File: config.mk
export PLATFORM = sky130hd
export DESIGN_NAME = scpc_top
export DESIGN_NICKNAME = d
export VERILOG_FILES = /design/src/logic/scpc_pkg.sv /design/src/logic/scpc_cfg_if.sv /design/src/logic/scpc_top.sv /design/src/logic/scpc_clk_div.sv /design/src/logic/scpc_strobe_gen.sv
export VERILOG_INCLUDE_DIRS = /design/src /design/src/logic
export SDC_FILE = /design/constraint.sdc
export NUM_CORES = 1
export LEC_CHECK = 0
export ABC_AREA = 1
export BUFFER_PORTS_ARGS = -buffer_cell sky130_fd_sc_hd__buf_2
export CORE_MARGIN = 2
export CORE_UTILIZATION = 50
export CTS_CLUSTER_DIAMETER = 150
export DETAILED_ROUTE_END_ITERATION = 8
export GPL_TIMING_DRIVEN = 0
export PLACE_DENSITY_LB_ADDON = 0.12
export SLEW_MARGIN = 25
export SYNTH_ARGS = -nofsm -noshare
export SYNTH_HDL_FRONTEND = slang
export SYNTH_SLANG_ARGS = --single-unit
File: constraint.sdc
create_clock -name clk_sys_i -period 4.55 [get_ports clk_sys_i]
set_clock_uncertainty 0.05 [all_clocks]
set_input_delay 0.2275 -clock clk_sys_i [delete_from_list [all_inputs] [get_ports clk_sys_i]]
set_output_delay 0.2275 -clock clk_sys_i [all_outputs]
set_load 0.005 [all_outputs]
File: src/logic/scpc_defines.svh
`ifndef SCPC_DEFINES_SVH
`define SCPC_DEFINES_SVH

`define SCPC_CLK_PERIOD_NS 8
`define SCPC_RESET_INTERVAL_NS 64
`define SCPC_RESET_INTERVAL_CYC \
    ((`SCPC_RESET_INTERVAL_NS + `SCPC_CLK_PERIOD_NS - 1) / `SCPC_CLK_PERIOD_NS)

`define SCPC_OFS_SYSCFG 8'hF0
`define SCPC_OFS_RELOC 8'hFE
`define SCPC_OFS_UPPER 8'hA0
`define SCPC_OFS_REFRESH 8'hE4

`define SCPC_BIT_POWER_SAVE_ENABLE 15
`define SCPC_BIT_MCS 14
`define SCPC_BIT_DATA_STROBE_MODE_ENABLE 13
`define SCPC_BIT_PWD 12
`define SCPC_BIT_CBF 11
`define SCPC_BIT_CBD 10
`define SCPC_BIT_CAF 9
`define SCPC_BIT_CAD 8
`define SCPC_DIV_LSB 0
`define SCPC_DIV_W 3
`define SCPC_SYSCFG_WMASK 16'hFF07

`define SCPC_RST_SYSCFG 16'h0000
`define SCPC_RST_RELOC 16'h20FF
`define SCPC_RST_UPPER 16'hF03B
`define SCPC_RST_REFRESH 16'h0000
`define SCPC_RST_FLAGS 16'hF002
`define SCPC_RST_CODE_SEG 16'hFFFF
`define SCPC_RST_BOOT_ADDR 20'hFFFF0

`define SCPC_POS_T1_PH2 3'h1
`define SCPC_POS_T2_PH2 3'h3
`define SCPC_POS_T4_PH1 3'h6
`define SCPC_POS_T4_PH2 3'h7

`endif

File: src/logic/scpc_pkg.sv
`default_nettype none
package scpc_pkg;
    typedef enum logic [2:0] {
        RS_WAIT = 3'h1,
        RS_FETCH = 3'h2,
        RS_RUN = 3'h4
    } scpc_rst_state_t;

    typedef enum logic [4:0] {
        BS_IDLE = 5'h01,
        BS_T1 = 5'h02,
        BS_T2 = 5'h04,
        BS_T3 = 5'h08,
        BS_T4 = 5'h10
    } scpc_bus_state_t;
endpackage
`default_nettype wire

File: src/logic/scpc_cfg_if.sv
`timescale 1ns/1ps
`default_nettype none
interface scpc_cfg_if;
    logic ps_en;
    logic [2:0] divisor;
    logic tick;
    logic ds_mode;
    modport div (input ps_en, input divisor, output tick);
    modport strobe (input tick, input ds_mode);
    modport ctrl (output ps_en, output divisor, output ds_mode, input tick);
endinterface
`default_nettype wire

File: src/logic/scpc_top.sv
`timescale 1ns/1ps
`default_nettype none
`include "scpc_defines.svh"

// Notes on behaviour
// - configuration register resets to zero
// - power save divides internal clock
// - external interrupt clears power save bit
// - interrupt return never restores power save
// - software interrupts and exceptions leave it
// - single select mode widens first midrange select
// - strobe mode uses read timing always
// - enabling write: normal fall, strobe rise
// - disabling write: strobe fall, normal rise
// - demodulation enable bit drives demodulator
// - clock B picks full or divided
// - clock B driver disable tristates pin
// - clock A picks full or divided
// - clock A driver disable tristates pin
// - reserved bits seven to three read zero
// - divisor n divides by two power n
// - reset stops execution and bus cycles
// - after interval, boot state and first fetch
// - relocation register loads fixed value
// - upper memory select loads fixed value
// - refresh enable register loads zero
module scpc_top import scpc_pkg::*; #(
    parameter int RESET_CYC = `SCPC_RESET_INTERVAL_CYC
) (
    input wire logic clk_sys_i,
    input wire logic resetn_i,
    input wire logic [7:0] reg_addr_i,
    input wire logic [15:0] reg_wdata_i,
    input wire logic reg_wr_i,
    input wire logic reg_rd_i,
    output logic [15:0] reg_rdata_o,
    input wire logic ext_irq_i,
    input wire logic bus_req_i,
    input wire logic bus_write_i,
    output logic bus_grant_o,
    output logic bus_idle_o,
    output logic data_enable_pin_n_o,
    input wire logic midrange_hit_i,
    input wire logic [3:0] midrange_select_n_i,
    output logic [3:0] midrange_select_n_o,
    output logic proc_clk_en_o,
    output logic clock_output_a_o,
    output logic clock_output_a_oe_o,
    output logic clock_output_b_o,
    output logic clock_output_b_oe_o,
    output logic pulse_demod_enable_o,
    output logic single_midrange_select_mode_o,
    output logic data_strobe_mode_enable_o,
    output logic core_run_o,
    output logic fetch_start_o,
    output logic [15:0] flags_init_o,
    output logic [15:0] code_seg_init_o,
    output logic [19:0] boot_addr_o,
    output logic [15:0] control_block_relocation_o,
    output logic [15:0] upper_memory_select_config_o,
    output logic [15:0] refresh_enable_register_o
);
    localparam int RCNT_W = $clog2(RESET_CYC + 1);

    scpc_cfg_if cfg_bus ();

    logic [15:0] system_configuration_r, system_configuration_nxt;
    logic [15:0] rdata_r, rdata_nxt;
    logic [15:0] reloc_r, upper_r, refresh_r;
    logic [15:0] flags_r, code_seg_r;
    logic [19:0] boot_r;
    logic [3:0] mid_r, mid_nxt;
    logic [1:0] clk_out_r, clk_out_nxt;
    logic [1:0] clk_full_sel;
    logic [1:0] clk_drive_dis;
    logic [1:0] clk_oe_r;
    scpc_rst_state_t rst_st_r, rst_st_nxt;
    logic [RCNT_W-1:0] rcnt_r, rcnt_nxt;
    logic fetch_r, fetch_nxt;
    logic strobe_idle;
    logic start_cycle;
    logic wr_syscfg;

    // address decode shared by read and write paths
    function automatic logic hit(input logic [7:0] addr, input logic [7:0] ofs);
        hit = (addr == ofs);
    endfunction

    assign wr_syscfg = reg_wr_i && hit(reg_addr_i, `SCPC_OFS_SYSCFG);

    // configuration register
    always_comb begin
        system_configuration_nxt = system_configuration_r;
        if (wr_syscfg) begin
            system_configuration_nxt = reg_wdata_i & `SCPC_SYSCFG_WMASK;
        end
        // an external interrupt clears it, as does a write of zero; the interrupt wins over a write
        if (ext_irq_i) begin
            system_configuration_nxt[`SCPC_BIT_POWER_SAVE_ENABLE] = 1'b0;
        end
    end

    always_ff @(posedge clk_sys_i or negedge resetn_i) begin
        if (!resetn_i) begin
            system_configuration_r <= `SCPC_RST_SYSCFG;
        end else begin
            system_configuration_r <= system_configuration_nxt;
        end
    end

    // read port, data valid only in the cycle after the strobe
    always_comb begin
        rdata_nxt = 16'h0000;
        if (reg_rd_i) begin
            if (hit(reg_addr_i, `SCPC_OFS_SYSCFG)) begin
                rdata_nxt = system_configuration_r & `SCPC_SYSCFG_WMASK;
            end else if (hit(reg_addr_i, `SCPC_OFS_RELOC)) begin
                rdata_nxt = reloc_r;
            end else if (hit(reg_addr_i, `SCPC_OFS_UPPER)) begin
                rdata_nxt = upper_r;
            end else if (hit(reg_addr_i, `SCPC_OFS_REFRESH)) begin
                rdata_nxt = refresh_r;
            end
        end
    end

    always_ff @(posedge clk_sys_i or negedge resetn_i) begin
        if (!resetn_i) begin
            rdata_r <= 16'h0000;
        end else begin
            rdata_r <= rdata_nxt;
        end
    end

    assign reg_rdata_o = rdata_r;

    // boot values held from reset onward
    always_ff @(posedge clk_sys_i or negedge resetn_i) begin
        if (!resetn_i) begin
            reloc_r <= `SCPC_RST_RELOC;
            upper_r <= `SCPC_RST_UPPER;
            refresh_r <= `SCPC_RST_REFRESH;
            flags_r <= `SCPC_RST_FLAGS;
            code_seg_r <= `SCPC_RST_CODE_SEG;
            boot_r <= `SCPC_RST_BOOT_ADDR;
        end else begin
            reloc_r <= reloc_r;
            upper_r <= upper_r;
            refresh_r <= refresh_r;
            flags_r <= flags_r;
            code_seg_r <= code_seg_r;
            boot_r <= boot_r;
        end
    end

    assign control_block_relocation_o = reloc_r;
    assign upper_memory_select_config_o = upper_r;
    assign refresh_enable_register_o = refresh_r;
    assign flags_init_o = flags_r;
    assign code_seg_init_o = code_seg_r;
    assign boot_addr_o = boot_r;

    // reset sequencer: wait the internal interval, then first fetch
    always_comb begin
        rst_st_nxt = rst_st_r;
        rcnt_nxt = rcnt_r;
        fetch_nxt = 1'b0;
        unique case (rst_st_r)
            RS_WAIT: begin
                if (rcnt_r == RCNT_W'(RESET_CYC - 1)) begin
                    rst_st_nxt = RS_FETCH;
                end else begin
                    rcnt_nxt = RCNT_W'(rcnt_r + 1'b1);
                end
            end
            RS_FETCH: begin
                rst_st_nxt = RS_RUN;
                fetch_nxt = 1'b1;
            end
            RS_RUN: begin
                rst_st_nxt = RS_RUN;
            end
        endcase
    end

    always_ff @(posedge clk_sys_i or negedge resetn_i) begin
        if (!resetn_i) begin
            rst_st_r <= RS_WAIT;
            rcnt_r <= '0;
            fetch_r <= 1'b0;
        end else begin
            rst_st_r <= rst_st_nxt;
            rcnt_r <= rcnt_nxt;
            fetch_r <= fetch_nxt;
        end
    end

    assign core_run_o = (rst_st_r == RS_RUN);
    assign fetch_start_o = fetch_r;

    // clock divider and bus strobe timing
    assign cfg_bus.ps_en = system_configuration_r[`SCPC_BIT_POWER_SAVE_ENABLE];
    assign cfg_bus.divisor = system_configuration_r[`SCPC_DIV_LSB +: `SCPC_DIV_W];
    assign cfg_bus.ds_mode = system_configuration_r[`SCPC_BIT_DATA_STROBE_MODE_ENABLE];

    scpc_clk_div #(
        .CNT_W(7)
    ) u_div (
        .clk_sys_i(clk_sys_i),
        .resetn_i(resetn_i),
        .cfg(cfg_bus.div)
    );

    assign proc_clk_en_o = cfg_bus.tick;

    // no bus cycle before the sequencer reaches run
    assign start_cycle = bus_req_i && core_run_o && strobe_idle;
    assign bus_grant_o = start_cycle;
    assign bus_idle_o = strobe_idle;

    scpc_strobe_gen u_strobe (
        .clk_sys_i(clk_sys_i),
        .resetn_i(resetn_i),
        .cfg(cfg_bus.strobe),
        .start_i(start_cycle),
        .write_i(bus_write_i),
        .idle_o(strobe_idle),
        .data_enable_pin_n_o(data_enable_pin_n_o)
    );

    // midrange selects
    always_comb begin
        if (system_configuration_r[`SCPC_BIT_MCS]) begin
            mid_nxt = {3'h7, !midrange_hit_i};
        end else begin
            mid_nxt = midrange_select_n_i;
        end
    end

    always_ff @(posedge clk_sys_i or negedge resetn_i) begin
        if (!resetn_i) begin
            mid_r <= 4'hF;
        end else begin
            mid_r <= mid_nxt;
        end
    end

    assign midrange_select_n_o = mid_r;

    // clock outputs: index 0 is A, index 1 is B
    assign clk_full_sel = {system_configuration_r[`SCPC_BIT_CBF],
                           system_configuration_r[`SCPC_BIT_CAF]};
    assign clk_drive_dis = {system_configuration_r[`SCPC_BIT_CBD],
                            system_configuration_r[`SCPC_BIT_CAD]};

    for (genvar i = 0; i < 2; i++) begin : g_clkout
        always_comb begin
            // full rate toggles every cycle, else on the divided enable
            if (clk_full_sel[i] || cfg_bus.tick) begin
                clk_out_nxt[i] = !clk_out_r[i];
            end else begin
                clk_out_nxt[i] = clk_out_r[i];
            end
        end

        always_ff @(posedge clk_sys_i or negedge resetn_i) begin
            if (!resetn_i) begin
                clk_out_r[i] <= 1'b0;
                clk_oe_r[i] <= 1'b1;
            end else begin
                clk_out_r[i] <= clk_out_nxt[i];
                clk_oe_r[i] <= !clk_drive_dis[i];
            end
        end
    end

    assign clock_output_a_o = clk_out_r[0];
    assign clock_output_b_o = clk_out_r[1];
    assign clock_output_a_oe_o = clk_oe_r[0];
    assign clock_output_b_oe_o = clk_oe_r[1];

    // mode levels for the rest of the chip
    assign pulse_demod_enable_o = system_configuration_r[`SCPC_BIT_PWD];
    assign single_midrange_select_mode_o = system_configuration_r[`SCPC_BIT_MCS];
    assign data_strobe_mode_enable_o = system_configuration_r[`SCPC_BIT_DATA_STROBE_MODE_ENABLE];
endmodule
`default_nettype wire

File: src/logic/scpc_clk_div.sv
`timescale 1ns/1ps
`default_nettype none
`include "scpc_defines.svh"
module scpc_clk_div import scpc_pkg::*; #(
    parameter int CNT_W = 7
) (
    input wire logic clk_sys_i,
    input wire logic resetn_i,
    scpc_cfg_if.div cfg
);
    logic [CNT_W-1:0] cnt_r;
    logic [CNT_W-1:0] cnt_nxt;
    logic [CNT_W-1:0] limit;

    // terminal count for divide by two to the power n
    function automatic logic [CNT_W-1:0] div_limit(input logic en, input logic [2:0] n);
        logic [CNT_W:0] one_hot;
        one_hot = '0;
        one_hot[n] = 1'b1;
        div_limit = en ? CNT_W'(one_hot - 1'b1) : '0;
    endfunction

    always_comb begin
        limit = div_limit(cfg.ps_en, cfg.divisor);
        cnt_nxt = (cnt_r >= limit) ? '0 : CNT_W'(cnt_r + 1'b1);
    end

    assign cfg.tick = (cnt_r >= limit);

    always_ff @(posedge clk_sys_i or negedge resetn_i) begin
        if (!resetn_i) begin
            cnt_r <= '0;
        end else begin
            cnt_r <= cnt_nxt;
        end
    end
endmodule
`default_nettype wire

File: src/logic/scpc_strobe_gen.sv
`timescale 1ns/1ps
`default_nettype none
`include "scpc_defines.svh"
module scpc_strobe_gen import scpc_pkg::*; (
    input wire logic clk_sys_i,
    input wire logic resetn_i,
    scpc_cfg_if.strobe cfg,
    input wire logic start_i,
    input wire logic write_i,
    output logic idle_o,
    output logic data_enable_pin_n_o
);
    scpc_bus_state_t st_r, st_nxt;
    logic ph2_r, ph2_nxt;
    logic wr_r, wr_nxt;
    logic mode_start_r, mode_start_nxt;
    logic den_n_r, den_n_nxt;
    logic [2:0] pos_nxt;
    logic [2:0] fall_pos;
    logic [2:0] rise_pos;

    always_comb begin
        st_nxt = st_r;
        ph2_nxt = ph2_r;
        wr_nxt = wr_r;
        mode_start_nxt = mode_start_r;
        unique case (st_r)
            BS_IDLE: begin
                if (start_i) begin
                    st_nxt = BS_T1;
                    ph2_nxt = 1'b0;
                    wr_nxt = write_i;
                    mode_start_nxt = cfg.ds_mode;
                end
            end
            default: begin
                if (cfg.tick) begin
                    ph2_nxt = ~ph2_r;
                    if (ph2_r) begin
                        unique case (st_r)
                            BS_T1: st_nxt = BS_T2;
                            BS_T2: st_nxt = BS_T3;
                            BS_T3: st_nxt = BS_T4;
                            default: st_nxt = BS_IDLE;
                        endcase
                    end
                end
            end
        endcase
        unique case (st_nxt)
            BS_T1: pos_nxt = {2'h0, ph2_nxt};
            BS_T2: pos_nxt = {2'h1, ph2_nxt};
            BS_T3: pos_nxt = {2'h2, ph2_nxt};
            default: pos_nxt = {2'h3, ph2_nxt};
        endcase
        // fall follows the mode held when the cycle began
        fall_pos = (wr_nxt && !mode_start_nxt) ? `SCPC_POS_T1_PH2 : `SCPC_POS_T2_PH2;
        // rise follows the mode in force at the end of the cycle
        rise_pos = (wr_nxt && !cfg.ds_mode) ? `SCPC_POS_T4_PH2 : `SCPC_POS_T4_PH1;
        den_n_nxt = !((st_nxt != BS_IDLE) && (pos_nxt >= fall_pos) && (pos_nxt < rise_pos));
    end

    assign idle_o = (st_r == BS_IDLE);
    assign data_enable_pin_n_o = den_n_r;

    always_ff @(posedge clk_sys_i or negedge resetn_i) begin
        if (!resetn_i) begin
            st_r <= BS_IDLE;
            ph2_r <= 1'b0;
            wr_r <= 1'b0;
            mode_start_r <= 1'b0;
            den_n_r <= 1'b1;
        end else begin
            st_r <= st_nxt;
            ph2_r <= ph2_nxt;
            wr_r <= wr_nxt;
            mode_start_r <= mode_start_nxt;
            den_n_r <= den_n_nxt;
        end
    end
endmodule
`default_nettype wire

==> results.yml <==
status:
  status: "finished clean"
clock_network:
  cts_sinks: 56
  cts_setup_buffers: 0
  cts_buffers: 5
  clk_pin_slew_ps: 110
  cts_resized: 0
  cts_tree: "done"
  htree_levels: 2
  clk_path_buf_depth: 2
  clk-insertion-delay-late_ps: 320
  clock-root-buffer: "clkbuf_8"
final_layout:
  multi_input_area_um2: 1468
  nFillCells: 621
  diodes: 0
  fin_nets: 620
  fin_cells: 655
  drive_gt1_share_pct: 37.22
  seqCellArea_um2: 1413
  fin_util_pct: 65.17
  area_growth_pct: 26.13
power:
  comb_power_share_pct: 33.4
  p_leak_nw: 2.594
  vdd_ir_drop_max_mv: 0.1641
  p_int_mw: 0.8435
  powerDensity_nw_per_um2: 293.4
  clockPowerShare_pct: 22.1
  swShare_pct: 34.70
  p_switching_mw: 0.4482
  p_seq_share_pct: 44.4
place:
  io_buffers: 63
  dp.cells: 644
  place_congestion: 0.8184
  hpwl_um: 5281
grt:
  grt_pass1_vias: 2404
  track_usage_pct: 17.12
  grt_pass1_wl_um: 10320
  antenna_found_initial: 0
  overflow: 0
  grt_max_degree: 57
timing:
  finalHoldViolCount: 0
  worst_pin_slew_ps: 680.6
  whs_ps: 29.54
  finalSetupViolations: 0
  setup_tns_ps: 0
  fin_crit_ps: 3030
  drv_slew: 0
  max_freq_mhz: 330.1
  maxSlewHeadroom_pct: 54.63
  rsz0062_at_grt: "no"
  fin_crit_sh_pct: 66.58
route:
  routed_via_density: 4.079
  drt_iter0_markers: 78
  vias: 2672
  wl_per_cell_um: 9.849
  firstDrtPassIters: 4
  drt-total-wl_um: 6451
  drc: 0
  postRouteAntennaNets: 0
min_path:
  hold_depth: 2
  hold_path_class: "input pin to register"
  worstHoldStart: "midrange_select_n_i[1]"
  min_to: "midrange_select_n_o[1]$_DFF_PN1_"
synth:
  async_flop_share_pct: 100.0
  yosys.area.top_type_share_pct: 33.69
  synth.largest_area_cell: "dfrtp_1"
  syn_avg_cell_area_um2: 8.662
  yosysMostFrequentCell: "buf_4"
  synthTopCellsByCount: "103 x buf_4, 53 x nand2_1, 47 x dfrtp_1, 46 x inv_1, 43 x nor2_1"
  synth_edf_count: 0
  synth_area_leaders: "dfrtp_1 34%, buf_4 22%, dfstp_2 6.8%"
  ys_types: 37
  ys_warn_count: 0
  postSynthCellCount: 403
  netlist_area_um2: 3491
  seq_area_frac_synth_pct: 40.47
  synthFlopType: "dfrtp_1"
  ys_ff_latch: 56
die:
  dieArea_um2: 7666
  fp.coreArea_um2: 6756
  start_util_pct: 51.67
  io_pins: 169
  die_x_um: 87.56
  die_y_um: 87.56
  rows: 30
worst_setup_path:
  cp_data_required_time_ps: 4760
  cp-start-kind: "register"
  endpoint_kind: "register"
  rr_worst_depth: 21
  r2r_start: "system_configuration_r[1]$_DFFE_PN0P_"
  crit_type: "register to register"
  critPathMaxFanout: 10
  cp.arrival_ps: 3240
  ff2ff_setup_slack_ps: 1520
  r2r_end: "u_strobe.data_enable_pin_n_o$_DFF_PN1_"
job:
  drv_cap: 0
[cell families after synthesis]
| group | Yosys count | share of synthesized area (%) |
|---|---|---|
| compound gates | 35 | 6.345 |
| xor+xnor | 7 | 1.756 |
| fa+ha+maj | 10 | 3.584 |
| buf+inv | 154 | 28.03 |
| flops | 56 | 40.47 |
| mux | 2 | 0.6451 |
| other cells | 2 | 0.2151 |
| simple gates | 137 | 18.96 |
[per-layer routing]
| metal | vias up | routed length, um | GRT usage, % |
|---|---|---|---|
| met5 | - | 0 | 0 |
| met4 | 0 | 88 | 6.154 |
| met1 | 1201 | 2533 | 19.73 |
| li1 | 1389 | - | - |
| met2 | 72 | 3381 | 29.89 |
| met3 | 10 | 447 | 5.467 |
[worst max path at each step]
stage                     slack [ps]                                   from                                      to  cells after the start
after detailed placement        1510  system_configuration_r[1]$_DFFE_PN0P_  u_strobe.data_enable_pin_n_o$_DFF_PN1_                     21
after CTS                       1490  system_configuration_r[1]$_DFFE_PN0P_  u_strobe.data_enable_pin_n_o$_DFF_PN1_                     21
after floorplan                 1790  system_configuration_r[1]$_DFFE_PN0P_  u_strobe.data_enable_pin_n_o$_DFF_PN1_                     21
after global routing            1190  system_configuration_r[1]$_DFFE_PN0P_  u_strobe.data_enable_pin_n_o$_DFF_PN1_                     21
final                           1520  system_configuration_r[1]$_DFFE_PN0P_  u_strobe.data_enable_pin_n_o$_DFF_PN1_                     21
after global placement          1570  system_configuration_r[1]$_DFFE_PN0P_  u_strobe.data_enable_pin_n_o$_DFF_PN1_                     21
[repair_timing]
item                                   CTS  global route
hold buffers                             3             0
setup endpoints to repair                0             0
endpoints found under the hold margin   49             0
[layout make-up]
type                       count  share of cell area (%)
sequential                    56                   32.08
tap                           80                   2.273
buffer                       107                   18.22
inverter                      47                   4.007
clock inverter                 3                  0.6252
timing repair buffer          66                   7.900
multi-input combinational    291                   33.33
clock buffer                   5                   1.563
[metrics by stage]
stage	setup WS (ps)	power, mW	cell area (um^2)
final	1520	1.292	4403
after CTS	1487	1.304	4403
after global routing	1193	1.397	4403
after detailed placement	1509	1.013	4277
after floorplan	1791	0.9200	3859
after global placement	1575	0.9988	4274
[flip-flops by register name, summed over array words and instances (netlist names)]
| signal | count |
|---|---|
| clock_output_a_o | 1 |
| clock_output_a_oe_o | 1 |
| clock_output_b_o | 1 |
| clock_output_b_oe_o | 1 |
| fetch_start_o | 1 |
| midrange_select_n_o | 4 |
| rcnt_r | 4 |
| reg_rdata_o | 13 |
| rst_st_r | 3 |
| system_configuration_r | 11 |
| u_div.cnt_r | 7 |
| u_strobe.data_enable_pin_n_o | 1 |
| u_strobe.mode_start_r | 1 |
| u_strobe.ph2_r | 1 |
| u_strobe.st_r | 5 |
| u_strobe.wr_r | 1 |
[power by group through the flow]
stage          logic (mW)  clock network (mW)  registers [mW]
6_report            0.432               0.286           0.574
4_1_cts             0.433               0.297           0.574
3_3_place_gp        0.416                   0           0.583
5_1_grt             0.502               0.314           0.581
3_5_place_dp        0.430                   0           0.583
2_1_floorplan       0.340                   0           0.580
[placed cells by master (no fill, tap or decap), types with 2 or more instances in the layout]
cell type        n
nor2_4           2
nand2_4          3
o21ai_2          2
clkbuf_8         5
ha_1            10
buf_4          104
buf_2           64
nand2_1         53
inv_1           46
xor2_1           4
dfrtp_1         47
or2_2            5
nor3_1           3
nand4_1          8
mux2_2           2
nand2_2          3
dfstp_2          9
conb_1         100
o21ai_0         12
nand3_1          8
nor2_1          43
xnor2_1          3
nand3_2          5
a21oi_1         14
dlygate4sd3_1    3
[critical path, cell delays in order, from the launching register on]
cell and delay [ps]:
dfrtp_1 410, inv_1 100, o31ai_1 230, inv_1 70
ha_1 290, nand2_1 60, nand2_1 80, o21ai_4 220
nand3_4 150, buf_8 180, nand2_2 80, nand2_4 60
nor3_2 150, o21ai_1 110, nand2_1 80, nand2_1 50
ha_1 270, nand2_1 50, nand2_1 60, inv_1 40
a21oi_1 120, nand2_1 60
Power figures use the tool's default switching activity.
